$ cat src/actmr_regs.vh
// register map, field positions, reset values and timing figures of the alarm timer
`ifndef ACTMR_REGS_VH
`define ACTMR_REGS_VH

// ***********************************************************************
// register byte offsets
// ***********************************************************************
`define ACTMR_TIME_UPPER_WRITE    8'h00
`define ACTMR_TIME_LOWER_WRITE    8'h04
`define ACTMR_TIME_UPPER_LATCHED  8'h08
`define ACTMR_TIME_LOWER_LATCHED  8'h0C
`define ACTMR_ALARM_ZERO_COMPARE  8'h10
`define ACTMR_ALARM_ONE_COMPARE   8'h14
`define ACTMR_ALARM_TWO_COMPARE   8'h18
`define ACTMR_ALARM_THREE_COMPARE 8'h1C
`define ACTMR_ALARM_ARM_STATUS    8'h20
`define ACTMR_TIME_UPPER_UNLATCH  8'h24
`define ACTMR_TIME_LOWER_UNLATCH  8'h28
`define ACTMR_DEBUG_HALT_MASK     8'h2C
`define ACTMR_SOFTWARE_HALT       8'h30
`define ACTMR_IRQ_RAW_FLAGS       8'h34
`define ACTMR_IRQ_ENABLE_MASK     8'h38
`define ACTMR_IRQ_FORCE_MASK      8'h3C
`define ACTMR_IRQ_MASKED_STATUS   8'h40

// ***********************************************************************
// field positions and sizes
// ***********************************************************************
`define ACTMR_NUM_ALARMS          4
`define ACTMR_CPU0_DEBUG_HALT_EN  1
`define ACTMR_CPU1_DEBUG_HALT_EN  2
`define ACTMR_SOFTWARE_HALT_BIT   0

// ***********************************************************************
// reset values
// ***********************************************************************
`define ACTMR_RST_WORD            32'h00000000
`define ACTMR_RST_ALARM_BITS      4'h0
`define ACTMR_RST_DEBUG_HALT      2'h3
`define ACTMR_RST_SOFTWARE_HALT   1'h0

// ***********************************************************************
// bus responses
// ***********************************************************************
`define ACTMR_RESP_OKAY           2'h0
`define ACTMR_RESP_SLVERR         2'h2

// ***********************************************************************
// timing: the time counter steps once per shared tick, nominally 1 us
// ***********************************************************************
`define ACTMR_TICK_PERIOD_NS      1000
`define ACTMR_CLK_PERIOD_NS       5
`define ACTMR_CYCLES_PER_TICK     (`ACTMR_TICK_PERIOD_NS / `ACTMR_CLK_PERIOD_NS)

`endif

$ cat src/actmr_top.v
// alarm, pause and interrupt section of a 64-bit microsecond timer with an AXI4-Lite slave
//
// The AXI4-Lite slave port was chosen for this implementation.
`timescale 1ns/1ps
`include "actmr_regs.vh"

module actmr_top (
  // clock and reset
  input  wire        ref_clk,
  input  wire        rst_n,
  // shared reference tick and debug state
  input  wire        tick_in,
  input  wire        cpu0_debug,
  input  wire        cpu1_debug,
  // axi4-lite write address
  input  wire [7:0]  s_axi_awaddr,
  input  wire        s_axi_awvalid,
  output reg         s_axi_awready,
  // axi4-lite write data
  input  wire [31:0] s_axi_wdata,
  input  wire [3:0]  s_axi_wstrb,
  input  wire        s_axi_wvalid,
  output reg         s_axi_wready,
  // axi4-lite write response
  output reg  [1:0]  s_axi_bresp,
  output reg         s_axi_bvalid,
  input  wire        s_axi_bready,
  // axi4-lite read address
  input  wire [7:0]  s_axi_araddr,
  input  wire        s_axi_arvalid,
  output reg         s_axi_arready,
  // axi4-lite read data
  output reg  [31:0] s_axi_rdata,
  output reg  [1:0]  s_axi_rresp,
  output reg         s_axi_rvalid,
  input  wire        s_axi_rready,
  // interrupt
  output reg         timer_irq
);

  // ***********************************************************************
  // state
  // ***********************************************************************
  reg  [63:0] time_count;
  reg  [31:0] lower_hold;
  reg  [31:0] upper_latch;
  reg  [1:0]  debug_halt_mask;
  reg         software_halt;
  reg  [3:0]  irq_raw_flags;
  reg  [3:0]  irq_enable_mask;
  reg  [3:0]  irq_force_mask;
  reg  [7:0]  wr_addr;
  reg  [31:0] wr_data;
  reg  [3:0]  wr_strb;

  wire [31:0] alarm_target [0:3];
  wire [3:0]  armed;
  wire [3:0]  fire;
  wire [3:0]  irq_masked_status;
  wire [31:0] wmask;
  wire [31:0] wbits;
  wire        do_wr;
  wire        halted;

  // ***********************************************************************
  // write channel: address and data are taken in either order
  // ***********************************************************************
  assign do_wr = !s_axi_awready && !s_axi_wready && !s_axi_bvalid;

  // byte enables widen to a bit mask so partial writes merge correctly
  assign wmask = {{8{wr_strb[3]}}, {8{wr_strb[2]}}, {8{wr_strb[1]}}, {8{wr_strb[0]}}};
  assign wbits = wr_data & wmask;

  // address and data holders, released together once the write lands
  always @(posedge ref_clk) begin
    if (!rst_n) begin
      s_axi_awready <= 1'b1;
      s_axi_wready  <= 1'b1;
      wr_addr       <= 8'h00;
      wr_data       <= `ACTMR_RST_WORD;
      wr_strb       <= 4'h0;
    end else begin
      if (s_axi_awvalid && s_axi_awready) begin
        wr_addr       <= s_axi_awaddr;
        s_axi_awready <= 1'b0;
      end else if (do_wr) begin
        s_axi_awready <= 1'b1;
      end
      if (s_axi_wvalid && s_axi_wready) begin
        wr_data      <= s_axi_wdata;
        wr_strb      <= s_axi_wstrb;
        s_axi_wready <= 1'b0;
      end else if (do_wr) begin
        s_axi_wready <= 1'b1;
      end
    end
  end

  // write decode: one hit per mapped word, anything else answers slverr
  reg wr_hit;
  reg wr_alarm_any;
  always @* begin
    wr_hit       = 1'b0;
    wr_alarm_any = 1'b0;
    case (wr_addr)
      `ACTMR_TIME_UPPER_WRITE,
      `ACTMR_TIME_LOWER_WRITE,
      `ACTMR_ALARM_ARM_STATUS,
      `ACTMR_DEBUG_HALT_MASK,
      `ACTMR_SOFTWARE_HALT,
      `ACTMR_IRQ_RAW_FLAGS,
      `ACTMR_IRQ_ENABLE_MASK,
      `ACTMR_IRQ_FORCE_MASK: wr_hit = 1'b1;
      `ACTMR_ALARM_ZERO_COMPARE,
      `ACTMR_ALARM_ONE_COMPARE,
      `ACTMR_ALARM_TWO_COMPARE,
      `ACTMR_ALARM_THREE_COMPARE: begin
        wr_hit       = 1'b1;
        wr_alarm_any = 1'b1;
      end
      // read-only words accept the write and ignore it
      `ACTMR_TIME_UPPER_LATCHED,
      `ACTMR_TIME_LOWER_LATCHED,
      `ACTMR_TIME_UPPER_UNLATCH,
      `ACTMR_TIME_LOWER_UNLATCH,
      `ACTMR_IRQ_MASKED_STATUS: wr_hit = 1'b1;
      default: wr_hit = 1'b0;
    endcase
  end

  // write response follows the write by one edge
  always @(posedge ref_clk) begin
    if (!rst_n) begin
      s_axi_bvalid <= 1'b0;
      s_axi_bresp  <= `ACTMR_RESP_OKAY;
    end else if (do_wr) begin
      s_axi_bvalid <= 1'b1;
      s_axi_bresp  <= wr_hit ? `ACTMR_RESP_OKAY : `ACTMR_RESP_SLVERR;
    end else if (s_axi_bready && s_axi_bvalid) begin
      s_axi_bvalid <= 1'b0;
    end
  end

  // ***********************************************************************
  // control registers
  // ***********************************************************************
  always @(posedge ref_clk) begin
    if (!rst_n) begin
      debug_halt_mask <= `ACTMR_RST_DEBUG_HALT;
      software_halt   <= `ACTMR_RST_SOFTWARE_HALT;
      irq_enable_mask <= `ACTMR_RST_ALARM_BITS;
      irq_force_mask  <= `ACTMR_RST_ALARM_BITS;
    end else if (do_wr) begin
      if (wr_addr == `ACTMR_DEBUG_HALT_MASK && wr_strb[0]) begin
        debug_halt_mask <= {wr_data[`ACTMR_CPU1_DEBUG_HALT_EN], wr_data[`ACTMR_CPU0_DEBUG_HALT_EN]};
      end
      if (wr_addr == `ACTMR_SOFTWARE_HALT && wr_strb[0]) begin
        software_halt <= wr_data[`ACTMR_SOFTWARE_HALT_BIT];
      end
      if (wr_addr == `ACTMR_IRQ_ENABLE_MASK && wr_strb[0]) begin
        irq_enable_mask <= wr_data[3:0];
      end
      if (wr_addr == `ACTMR_IRQ_FORCE_MASK && wr_strb[0]) begin
        irq_force_mask <= wr_data[3:0];
      end
    end
  end

  // ***********************************************************************
  // time counter
  // ***********************************************************************
  // any pause source freezes the count
  assign halted = software_halt ||
                  (debug_halt_mask[0] && cpu0_debug) ||
                  (debug_halt_mask[1] && cpu1_debug);

  // a 64-bit load beats a tick in the same cycle so software sees its value
  always @(posedge ref_clk) begin
    if (!rst_n) begin
      time_count <= 64'h0000000000000000;
      lower_hold <= `ACTMR_RST_WORD;
    end else begin
      if (do_wr && wr_addr == `ACTMR_TIME_LOWER_WRITE) begin
        lower_hold <= (lower_hold & ~wmask) | wbits;
      end
      if (do_wr && wr_addr == `ACTMR_TIME_UPPER_WRITE) begin
        time_count <= {(time_count[63:32] & ~wmask) | wbits, lower_hold};
      end else if (tick_in && !halted) begin
        time_count <= time_count + 64'h0000000000000001;
      end
    end
  end

  // ***********************************************************************
  // alarms
  // ***********************************************************************
  genvar g;
  generate
    for (g = 0; g < `ACTMR_NUM_ALARMS; g = g + 1) begin : g_alarm
      wire load_sel;
      wire disarm_sel;
      // compare word at base plus four per alarm
      assign load_sel   = do_wr && wr_alarm_any && ({30'h0, wr_addr[3:2]} == g);
      assign disarm_sel = do_wr && (wr_addr == `ACTMR_ALARM_ARM_STATUS) && wbits[g];
      actmr_alarm u_alarm (
        .ref_clk (ref_clk),
        .rst_n   (rst_n),
        .load    (load_sel),
        .wdata   (wr_data),
        .wmask   (wmask),
        .disarm  (disarm_sel),
        .time_lo (time_count[31:0]),
        .target  (alarm_target[g]),
        .armed   (armed[g]),
        .fire    (fire[g])
      );
    end
  endgenerate

  // ***********************************************************************
  // interrupts
  // ***********************************************************************
  // raw flags: a fire landing with a clear of the same bit stays set
  always @(posedge ref_clk) begin
    if (!rst_n) begin
      irq_raw_flags <= `ACTMR_RST_ALARM_BITS;
    end else begin
      irq_raw_flags <= (irq_raw_flags & ~((do_wr && wr_addr == `ACTMR_IRQ_RAW_FLAGS) ? wbits[3:0] : 4'h0))
                       | fire;
    end
  end

  assign irq_masked_status = (irq_raw_flags & irq_enable_mask) | irq_force_mask;

  // registered line costs one cycle of latency but keeps the pin glitch free
  always @(posedge ref_clk) begin
    if (!rst_n) begin
      timer_irq <= 1'b0;
    end else begin
      timer_irq <= |irq_masked_status;
    end
  end

  // ***********************************************************************
  // read channel
  // ***********************************************************************
  reg [31:0] rd_word;
  reg        rd_hit;
  always @* begin
    rd_word = `ACTMR_RST_WORD;
    rd_hit  = 1'b1;
    case (s_axi_araddr)
      `ACTMR_TIME_UPPER_WRITE,
      `ACTMR_TIME_LOWER_WRITE:    rd_word = `ACTMR_RST_WORD;
      `ACTMR_TIME_UPPER_LATCHED:  rd_word = upper_latch;
      `ACTMR_TIME_LOWER_LATCHED:  rd_word = time_count[31:0];
      `ACTMR_ALARM_ZERO_COMPARE:  rd_word = alarm_target[0];
      `ACTMR_ALARM_ONE_COMPARE:   rd_word = alarm_target[1];
      `ACTMR_ALARM_TWO_COMPARE:   rd_word = alarm_target[2];
      `ACTMR_ALARM_THREE_COMPARE: rd_word = alarm_target[3];
      `ACTMR_ALARM_ARM_STATUS:    rd_word = {28'h0000000, armed};
      `ACTMR_TIME_UPPER_UNLATCH:  rd_word = time_count[63:32];
      `ACTMR_TIME_LOWER_UNLATCH:  rd_word = time_count[31:0];
      `ACTMR_DEBUG_HALT_MASK:     rd_word = {29'h00000000, debug_halt_mask, 1'b0};
      `ACTMR_SOFTWARE_HALT:       rd_word = {31'h00000000, software_halt};
      `ACTMR_IRQ_RAW_FLAGS:       rd_word = {28'h0000000, irq_raw_flags};
      `ACTMR_IRQ_ENABLE_MASK:     rd_word = {28'h0000000, irq_enable_mask};
      `ACTMR_IRQ_FORCE_MASK:      rd_word = {28'h0000000, irq_force_mask};
      `ACTMR_IRQ_MASKED_STATUS:   rd_word = {28'h0000000, irq_masked_status};
      default:                    rd_hit  = 1'b0;
    endcase
  end

  // one read under way at a time; data is sampled at address acceptance
  always @(posedge ref_clk) begin
    if (!rst_n) begin
      s_axi_arready <= 1'b1;
      s_axi_rvalid  <= 1'b0;
      s_axi_rdata   <= `ACTMR_RST_WORD;
      s_axi_rresp   <= `ACTMR_RESP_OKAY;
    end else if (s_axi_arvalid && s_axi_arready) begin
      s_axi_arready <= 1'b0;
      s_axi_rvalid  <= 1'b1;
      s_axi_rdata   <= rd_word;
      s_axi_rresp   <= rd_hit ? `ACTMR_RESP_OKAY : `ACTMR_RESP_SLVERR;
    end else if (s_axi_rvalid && s_axi_rready) begin
      s_axi_rvalid  <= 1'b0;
      s_axi_arready <= 1'b1;
    end
  end

  // only the latched lower read disturbs state; raw reads never touch the latch
  always @(posedge ref_clk) begin
    if (!rst_n) begin
      upper_latch <= `ACTMR_RST_WORD;
    end else if (s_axi_arvalid && s_axi_arready && s_axi_araddr == `ACTMR_TIME_LOWER_LATCHED) begin
      upper_latch <= time_count[63:32];
    end
  end

endmodule // actmr_top

$ cat src/actmr_alarm.v
// one compare alarm: target register, armed flag and fire pulse
`timescale 1ns/1ps
`include "actmr_regs.vh"

module actmr_alarm (
  // clock and reset
  input  wire        ref_clk,
  input  wire        rst_n,
  // register access
  input  wire        load,
  input  wire [31:0] wdata,
  input  wire [31:0] wmask,
  input  wire        disarm,
  // running time
  input  wire [31:0] time_lo,
  // state
  output reg  [31:0] target,
  output reg         armed,
  output reg         fire
);

  // ***********************************************************************
  // compare and arm
  // ***********************************************************************
  wire match;

  assign match = armed && (target == time_lo);

  // a fresh load wins over a match in the same cycle; a disarm write
  // suppresses a match that lands on the same edge
  always @(posedge ref_clk) begin
    if (!rst_n) begin
      target <= `ACTMR_RST_WORD;
      armed  <= 1'b0;
      fire   <= 1'b0;
    end else begin
      fire <= 1'b0;
      if (load) begin
        target <= (target & ~wmask) | (wdata & wmask);
        armed  <= 1'b1;
      end else if (disarm) begin
        armed <= 1'b0;
      end else if (match) begin
        fire  <= 1'b1;
        armed <= 1'b0;
      end
    end
  end

endmodule // actmr_alarm

$ cat config.mk
export PLATFORM = sky130hd
export DESIGN_NAME = actmr_top
export DESIGN_NICKNAME = d
export VERILOG_FILES = /design/src/actmr_top.v /design/src/actmr_alarm.v
export VERILOG_INCLUDE_DIRS = /design/src
export SDC_FILE = /design/constraint.sdc
export NUM_CORES = 1
export LEC_CHECK = 0
export BUFFER_PORTS_ARGS = -buffer_cell sky130_fd_sc_hd__buf_2
export CORE_ASPECT_RATIO = 1.1
export CORE_UTILIZATION = 45
export CTS_CLUSTER_SIZE = 25
export DETAILED_ROUTE_END_ITERATION = 10
export GPL_ROUTABILITY_DRIVEN = 0
export SLEW_MARGIN = 20
export SYNTH_ARGS = -nofsm -noshare
export SYNTH_HDL_FRONTEND = slang
export SYNTH_HIERARCHICAL = 1
export SYNTH_SLANG_ARGS = --single-unit
$ cat constraint.sdc
create_clock -name ref_clk -period 5.9 [get_ports ref_clk]
set_input_delay 1.18 -clock ref_clk [delete_from_list [all_inputs] [get_ports ref_clk]]
set_output_delay 1.18 -clock ref_clk [all_outputs]
set_load 0.1 [all_outputs]
==> flow_metrics.py, run 1 <==
metrics = {
    "timing": {
        "tns_ns": 0,
        "drv_slew": 0,
        "slew_headroom_pct": 27.8,
        "finalClockSkew_ns": 0.0181,
        "hold_viol": 0,
        "fin_ws_ns": 2.41,
        "max_freq_mhz": 286,
        "rsz0062_at_grt": "no",
        "period_share_pct": 59.2,
        "holdWs_ns": 0.444,
        "period_needed_ns": 3.49,
        "setup_viol": 0,
        "worst-slew-pin-transition_ns": 1.08,
    },
    "placement": {
        "placed_cells": 2875,
        "pre_cts_ws_ns": 1.87,
        "dp_hpwl_um": 50300,
        "placed_cell_area_sq_um": 19500,
        "io_buffers": 101,
    },
    "yosys": {
        "synthDistinctLibCells": 73,
        "synth_area_per_cell_sq_um": 7.97,
        "synthFlopType": "dfxtp_1",
        "netlist_area_sq_um": 18700,
        "synthAdderAreaFrac_pct": 0.0669,
        "ys_seq_area_share_pct": 38.9,
        "synth_edf_count": 0,
        "synthCells": 2346,
        "ys_warn_count": 6,
        "synth_compound_area_share_pct": 19.4,
        "synth_top_family_by_area": "simple AND/OR/NAND/NOR gates",
        "synth_simple_gate_area_share_pct": 26.7,
        "synth_xor_area_share_pct": 7.68,
        "synthMuxAreaShare_pct": 3.55,
        "synth-seq-cells": 363,
        "async_flop_share_pct": 0,
    },
    "drt": {
        "post_drt_wl_per_cell_um": 24.6,
        "drc_errors": 0,
        "via_per_inst": 6.25,
        "drtPass1Iterations": 6,
        "ant_nets": 0,
        "drt_iter0_markers": 2409,
        "vias": 18433,
        "wl_um": 72500,
    },
    "clock_network": {
        "h-tree-depth": 2,
        "root_buffer": "clkbuf_16",
        "postCtsHoldBufs": 0,
        "cts_made_buffers": 42,
        "clkTransAtPathRegs_ns": 0.06,
        "clk_latency_ns": 0.58,
        "clockBufferDepth": 3,
        "cts_resized": 0,
        "cts.sinks": 363,
        "post_cts_buffers": 0,
        "cts_tree": "done",
    },
    "finish": {
        "final_util_pct": 51.7,
        "syn_to_final_growth_pct": 12.3,
        "drive_gt1_share_pct": 11.7,
        "layoutNonFillerInstCount": 2951,
        "fillers": 3977,
        "regArea_sq_um": 7270,
        "finalInstanceArea_sq_um": 21000,
        "n_antenna_cell": 0,
        "multi_input_area_sq_um": 10800,
        "nNetsFinal": 2429,
    },
    "setup_path": {
        "critPathKind": "input port to flop",
        "critPathLaunchType": "input port",
        "r2r_cells": 6,
        "arrival_ns": 4.02,
        "crit_required_ns": 6.43,
        "endpoint_kind": "flop",
        "r2r-start": "time_count[19]",
        "rrSetupSlack_ns": 2.53,
        "critPathMaxFanout": 34,
    },
    "die": {
        "die_x_um": 196,
        "dieArea_sq_um": 42400,
        "die_h_um": 216,
        "row_count": 77,
        "start_util_pct": 46.1,
        "io-pin-count": 104,
        "core_sq_um": 40600,
    },
    "min_path": {
        "hp-class": "flop to flop",
        "holdPathEnd": "s_axi_rdata[17]",
        "hold_depth": 2,
        "min_from": "s_axi_rdata[17]",
    },
    "pwr": {
        "p_int_mw": 4.25,
        "p_leak_nw": 7.72,
        "pwr-share-comb_pct": 7.6,
        "ir_drop_mv": 0.198,
        "seqPwrFrac_pct": 45.3,
        "p_per_area_nw_per_um2": 276,
        "p_sw_mw": 1.53,
        "pwr-share-clk_pct": 47.1,
        "power_mw": 5.78,
        "switching_share_pct": 26.5,
    },
    "run": {
        "maxCapViolations": 0,
    },
    "global_route": {
        "grt-ovfl-total": 0,
        "track_usage_pct": 33.9,
        "antenna_found_initial": 4,
        "grt_pass1_wl_um": 108000,
        "grt_max_degree": 84,
        "first_global_vias": 16914,
    },
    "status": {
        "status": "completed",
    },
}
[cell usage in the layout, fill, tap and decap left out, types with 6 or more instances in the layout]
master,Yosys,layout
buf_2,37,100
a221oi_1,14,14
dfxtp_1,363,359
nand3_1,229,228
nor4_1,29,29
a211oi_1,22,22
inv_1,9,8
nor2_1,77,74
o22ai_1,8,8
nand3b_1,6,6
and4_1,8,8
o21a_1,8,8
and2_1,14,14
a22oi_1,35,35
o21ai_0,69,69
nand4_1,35,35
nand2_1,541,541
a21boi_0,6,6
clkbuf_1,109,9
nor4_2,25,24
mux2i_1,27,27
mux2_2,13,13
nor3_1,20,18
a31oi_1,8,8
a32oi_1,7,7
a21o_1,7,7
a21boi_1,128,128
xor2_1,146,146
a21oi_1,168,168
or3_1,16,16
clkbuf_8,0,16
nand2b_1,6,6
buf_4,3,32
xnor2_1,18,18
and3_1,10,10
o221ai_1,6,6
clkbuf_16,0,45
a22o_1,27,27
mux4_2,11,11
[layer usage]
metal / wire (um) / vias up / track usage [%]
met1: 30200 / 8945 / 46.3
met4: 3750 / 4 / 17.3
li1: - / 8346 / -
met5: 27 / - / 0
met2: 31200 / 950 / 50.7
met3: 7340 / 188 / 6.70
[power by group through the flow]
stage | registers [mW] | logic [mW] | clock network [mW]
floorplan | 2.64 | 0.255 | 0
global placement | 2.67 | 0.425 | 0
detailed placement | 2.67 | 0.429 | 0
CTS | 2.61 | 0.431 | 2.75
global route | 2.62 | 0.463 | 2.84
finish | 2.62 | 0.437 | 2.72
[cells by family (layout without fill, tap and decap cells)]
family,after synthesis,in the layout
AO/OA/AOI/OAI,552,552
XOR/XNOR,164,164
adder cells (fa/ha/maj),1,1
buffers and inverters,166,217
flip-flops,363,363
multiplexers,51,51
other,1,2
AND/OR/NAND/NOR,1048,1048
[worst max-delay path: stages]
cell	delay [ns]
buf_2	0.35
nor4b_1	0.64
and2_1	0.45
and2_1	0.87
a221oi_1	0.23
a21oi_1	0.19
a21o_1	0.10
[worst max path at each step]
stage	start	depth (start not counted)	slack (ns)	end
3_5_place_dp	s_axi_araddr[4]	6	1.87	s_axi_rdata[3]
3_3_place_gp	s_axi_araddr[4]	7	1.89	s_axi_rdata[27]
2_1_floorplan	s_axi_araddr[2]	6	2.87	s_axi_rdata[17]
4_1_cts	s_axi_araddr[4]	7	2.49	s_axi_rdata[27]
6_report	s_axi_araddr[4]	7	2.41	s_axi_rdata[27]
5_1_grt	s_axi_araddr[4]	6	2.29	s_axi_rdata[3]
[synthesized netlist by cell type, types with 6 or more instances]
cell type,n,share of area [%]
a211oi_1,22,0.88
a21boi_0,6,0.24
a21boi_1,128,5.1
a21o_1,7,0.28
a21oi_1,168,4.5
a221oi_1,14,0.66
a22o_1,27,1.3
a22oi_1,35,1.4
a31oi_1,8,0.27
a32oi_1,7,0.33
and2_1,14,0.47
and3_1,10,0.33
and4_1,8,0.37
buf_1,8,0.16
buf_2,37,0.99
clkbuf_1,109,2.2
dfxtp_1,363,39
inv_1,9,0.18
mux2_2,13,0.78
mux2i_1,27,1.4
mux4_2,11,1.3
nand2_1,541,11
nand2b_1,6,0.20
nand3_1,229,6.1
nand3b_1,6,0.24
nand4_1,35,1.2
nor2_1,77,1.5
nor3_1,20,0.54
nor4_1,29,0.97
nor4_2,25,1.7
o21a_1,8,0.32
o21ai_0,69,1.8
o221ai_1,6,0.28
o22ai_1,8,0.27
or3_1,16,0.54
xnor2_1,18,0.84
xor2_1,146,6.8
[final cells by class]
class | count | area share [%]
Clock inverter | 6 | 0.280
Clock buffer | 70 | 6.58
Tap cell | 553 | 3.30
Inverter | 9 | 0.185
Multi-Input combinational cell | 1818 | 51.5
Sequential cell | 363 | 34.7
Timing Repair Buffer | 132 | 3.53
(Power assumes the default switching activity.)
==> run 2: changes to the inputs <==
==> constraint.sdc (replaced) <==
create_clock -name ref_clk -period 2.82 [get_ports ref_clk]
set_input_delay 0.564 -clock ref_clk [delete_from_list [all_inputs] [get_ports ref_clk]]
set_output_delay 0.564 -clock ref_clk [all_outputs]
set_load 0.1 [all_outputs]
==> flow_metrics.py, run 2 (synthesis gave the netlist of run 1 again) <==
metrics = {
    "clock_network": {
        "clkTransAtPathRegs_ns": 0.06,
        "clockBufferDepth": 3,
        "clk_latency_ns": 0.57,
        "cts.sinks": 363,
        "root_buffer": "clkbuf_16",
        "cts_tree": "done",
        "post_cts_buffers": 0,
        "h-tree-depth": 2,
        "cts_resized": 0,
        "postCtsHoldBufs": 0,
        "cts_made_buffers": 42,
    },
    "drt": {
        "drc_errors": 0,
        "wl_um": 74000,
        "wl_met1_um": 30300,
        "drt_iter0_markers": 2329,
        "top_layer": "met5",
        "ant_nets": 0,
        "post_drt_wl_per_cell_um": 24.3,
        "wl_met2_um": 31500,
        "drtPass1Iterations": 8,
        "via_per_inst": 6.17,
        "routed-wl-met3_um": 8120,
        "vias": 18783,
    },
    "die": {
        "core_sq_um": 40600,
        "start_util_pct": 46.1,
        "dieArea_sq_um": 42400,
        "die_x_um": 196,
        "row_count": 77,
        "die_h_um": 216,
        "io-pin-count": 104,
    },
    "global_route": {
        "track_usage_pct": 34.7,
        "grt_pass1_wl_um": 110000,
        "grt-ovfl-total": 0,
        "antenna_found_initial": 3,
        "first_global_vias": 17200,
        "grt_max_degree": 102,
    },
    "finish": {
        "mostFrequentLayoutCell": "nand2_1",
        "syn_to_final_growth_pct": 16.7,
        "nNetsFinal": 2523,
        "finalInstanceArea_sq_um": 21800,
        "final_util_pct": 53.8,
        "drive_gt1_share_pct": 15.0,
        "final_cell_mix": "nand2_1 (541), dfxtp_1 (359), nand3_1 (228)",
    },
    "pwr": {
        "p_leak_nw": 8.22,
        "ir_drop_mv": 0.400,
        "power_mw": 12.3,
        "p_per_area_nw_per_um2": 562,
    },
    "setup_path": {
        "arrival_ns": 3.05,
        "critPathMaxStageDelay_ns": 0.62,
        "crit_required_ns": 3.25,
        "crit_chain": "and4_1 -> nand4_4 -> or3_1 -> nor4_2 -> mux2i_1 -> o22ai_1",
        "critPathMaxFanout": 8,
        "slowest_stage": "or3_1",
        "critPathLaunchType": "flop",
        "endpoint_kind": "flop",
        "critPathKind": "flop to flop",
    },
    "timing": {
        "rsz0062_at_grt": "no",
        "period_needed_ns": 2.62,
        "worst-slew-pin-transition_ns": 0.870,
        "tns_ns": 0,
        "setup_viol": 0,
        "max_freq_mhz": 382,
        "hold_viol": 0,
        "period_share_pct": 92.7,
        "drv_slew": 0,
        "finalClockSkew_ns": 0.0231,
        "slew_headroom_pct": 41.9,
        "holdWs_ns": 0.226,
    },
    "placement": {
        "io_buffers": 101,
        "dp_hpwl_um": 53300,
        "placed_cell_area_sq_um": 20400,
    },
    "min_path": {
        "hp-class": "input port to flop",
    },
    "status": {
        "status": "completed",
    },
    "run": {
        "maxCapViolations": 0,
    },
}
-- run 2: through the flow --
step | worst slack [ns] | cells
6_report | 0.205 | 3042
5_1_grt | 0.0950 | 3041
4_1_cts | 0.238 | 3041
3_5_place_dp | 0.258 | 2969
3_3_place_gp | 0.311 | 2969
2_1_floorplan | 0.0577 | 2347
-- run 2: final cells by class --
cell class,instances,area [sq um]
clock buffers,57,1190
diodes,1,2.50
fillers,3842,18700
well taps,553,692
flip-flops and latches,363,7270
multi-input cells,1818,10800
clock inverters,15,238
inverters,9,38.8
repair buffers,226,1580
-- run 2: worst max-delay path: cells and delay by family, from the launching register on --
family             cells  cell delay, ns
AOI/OAI and AO/OA      1            0.09
DFF                    1            0.58
muxes                  1            0.23
and+or+nand+nor        4            1.58
-- run 2: layer usage --
metal,GRT usage (%),vias up
li1,-,8534
met3,6.91,203
met2,51.8,1060
met5,0,-
met4,18.1,6
met1,47.3,8980
-- run 2: where the power goes --
| part | leakage [nW] | switching (mW) | internal, mW |
|---|---|---|---|
| Combinational | 4.59 | 0.756 | 0.342 |
| Sequential | 2.94 | 0.198 | 5.21 |
| Clock | 0.696 | 2.26 | 3.49 |
| Total | 8.22 | 3.21 | 9.04 |
-- run 2: path summary, 6_finish.rpt --
| path | startpoint | end | slack, ns | depth (start not counted) |
|---|---|---|---|---|
| max | time_count[10] | flop | 0.20 | 6 |
| min | s_axi_wdata[0] | wr_data[0] | 0.23 | 3 |
| max reg2reg | time_count[10] | flop | 0.20 | 6 |
| min reg2reg | g_alarm[3].u_alarm/fire | irq_raw_flags[3] | 0.44 | 1 |
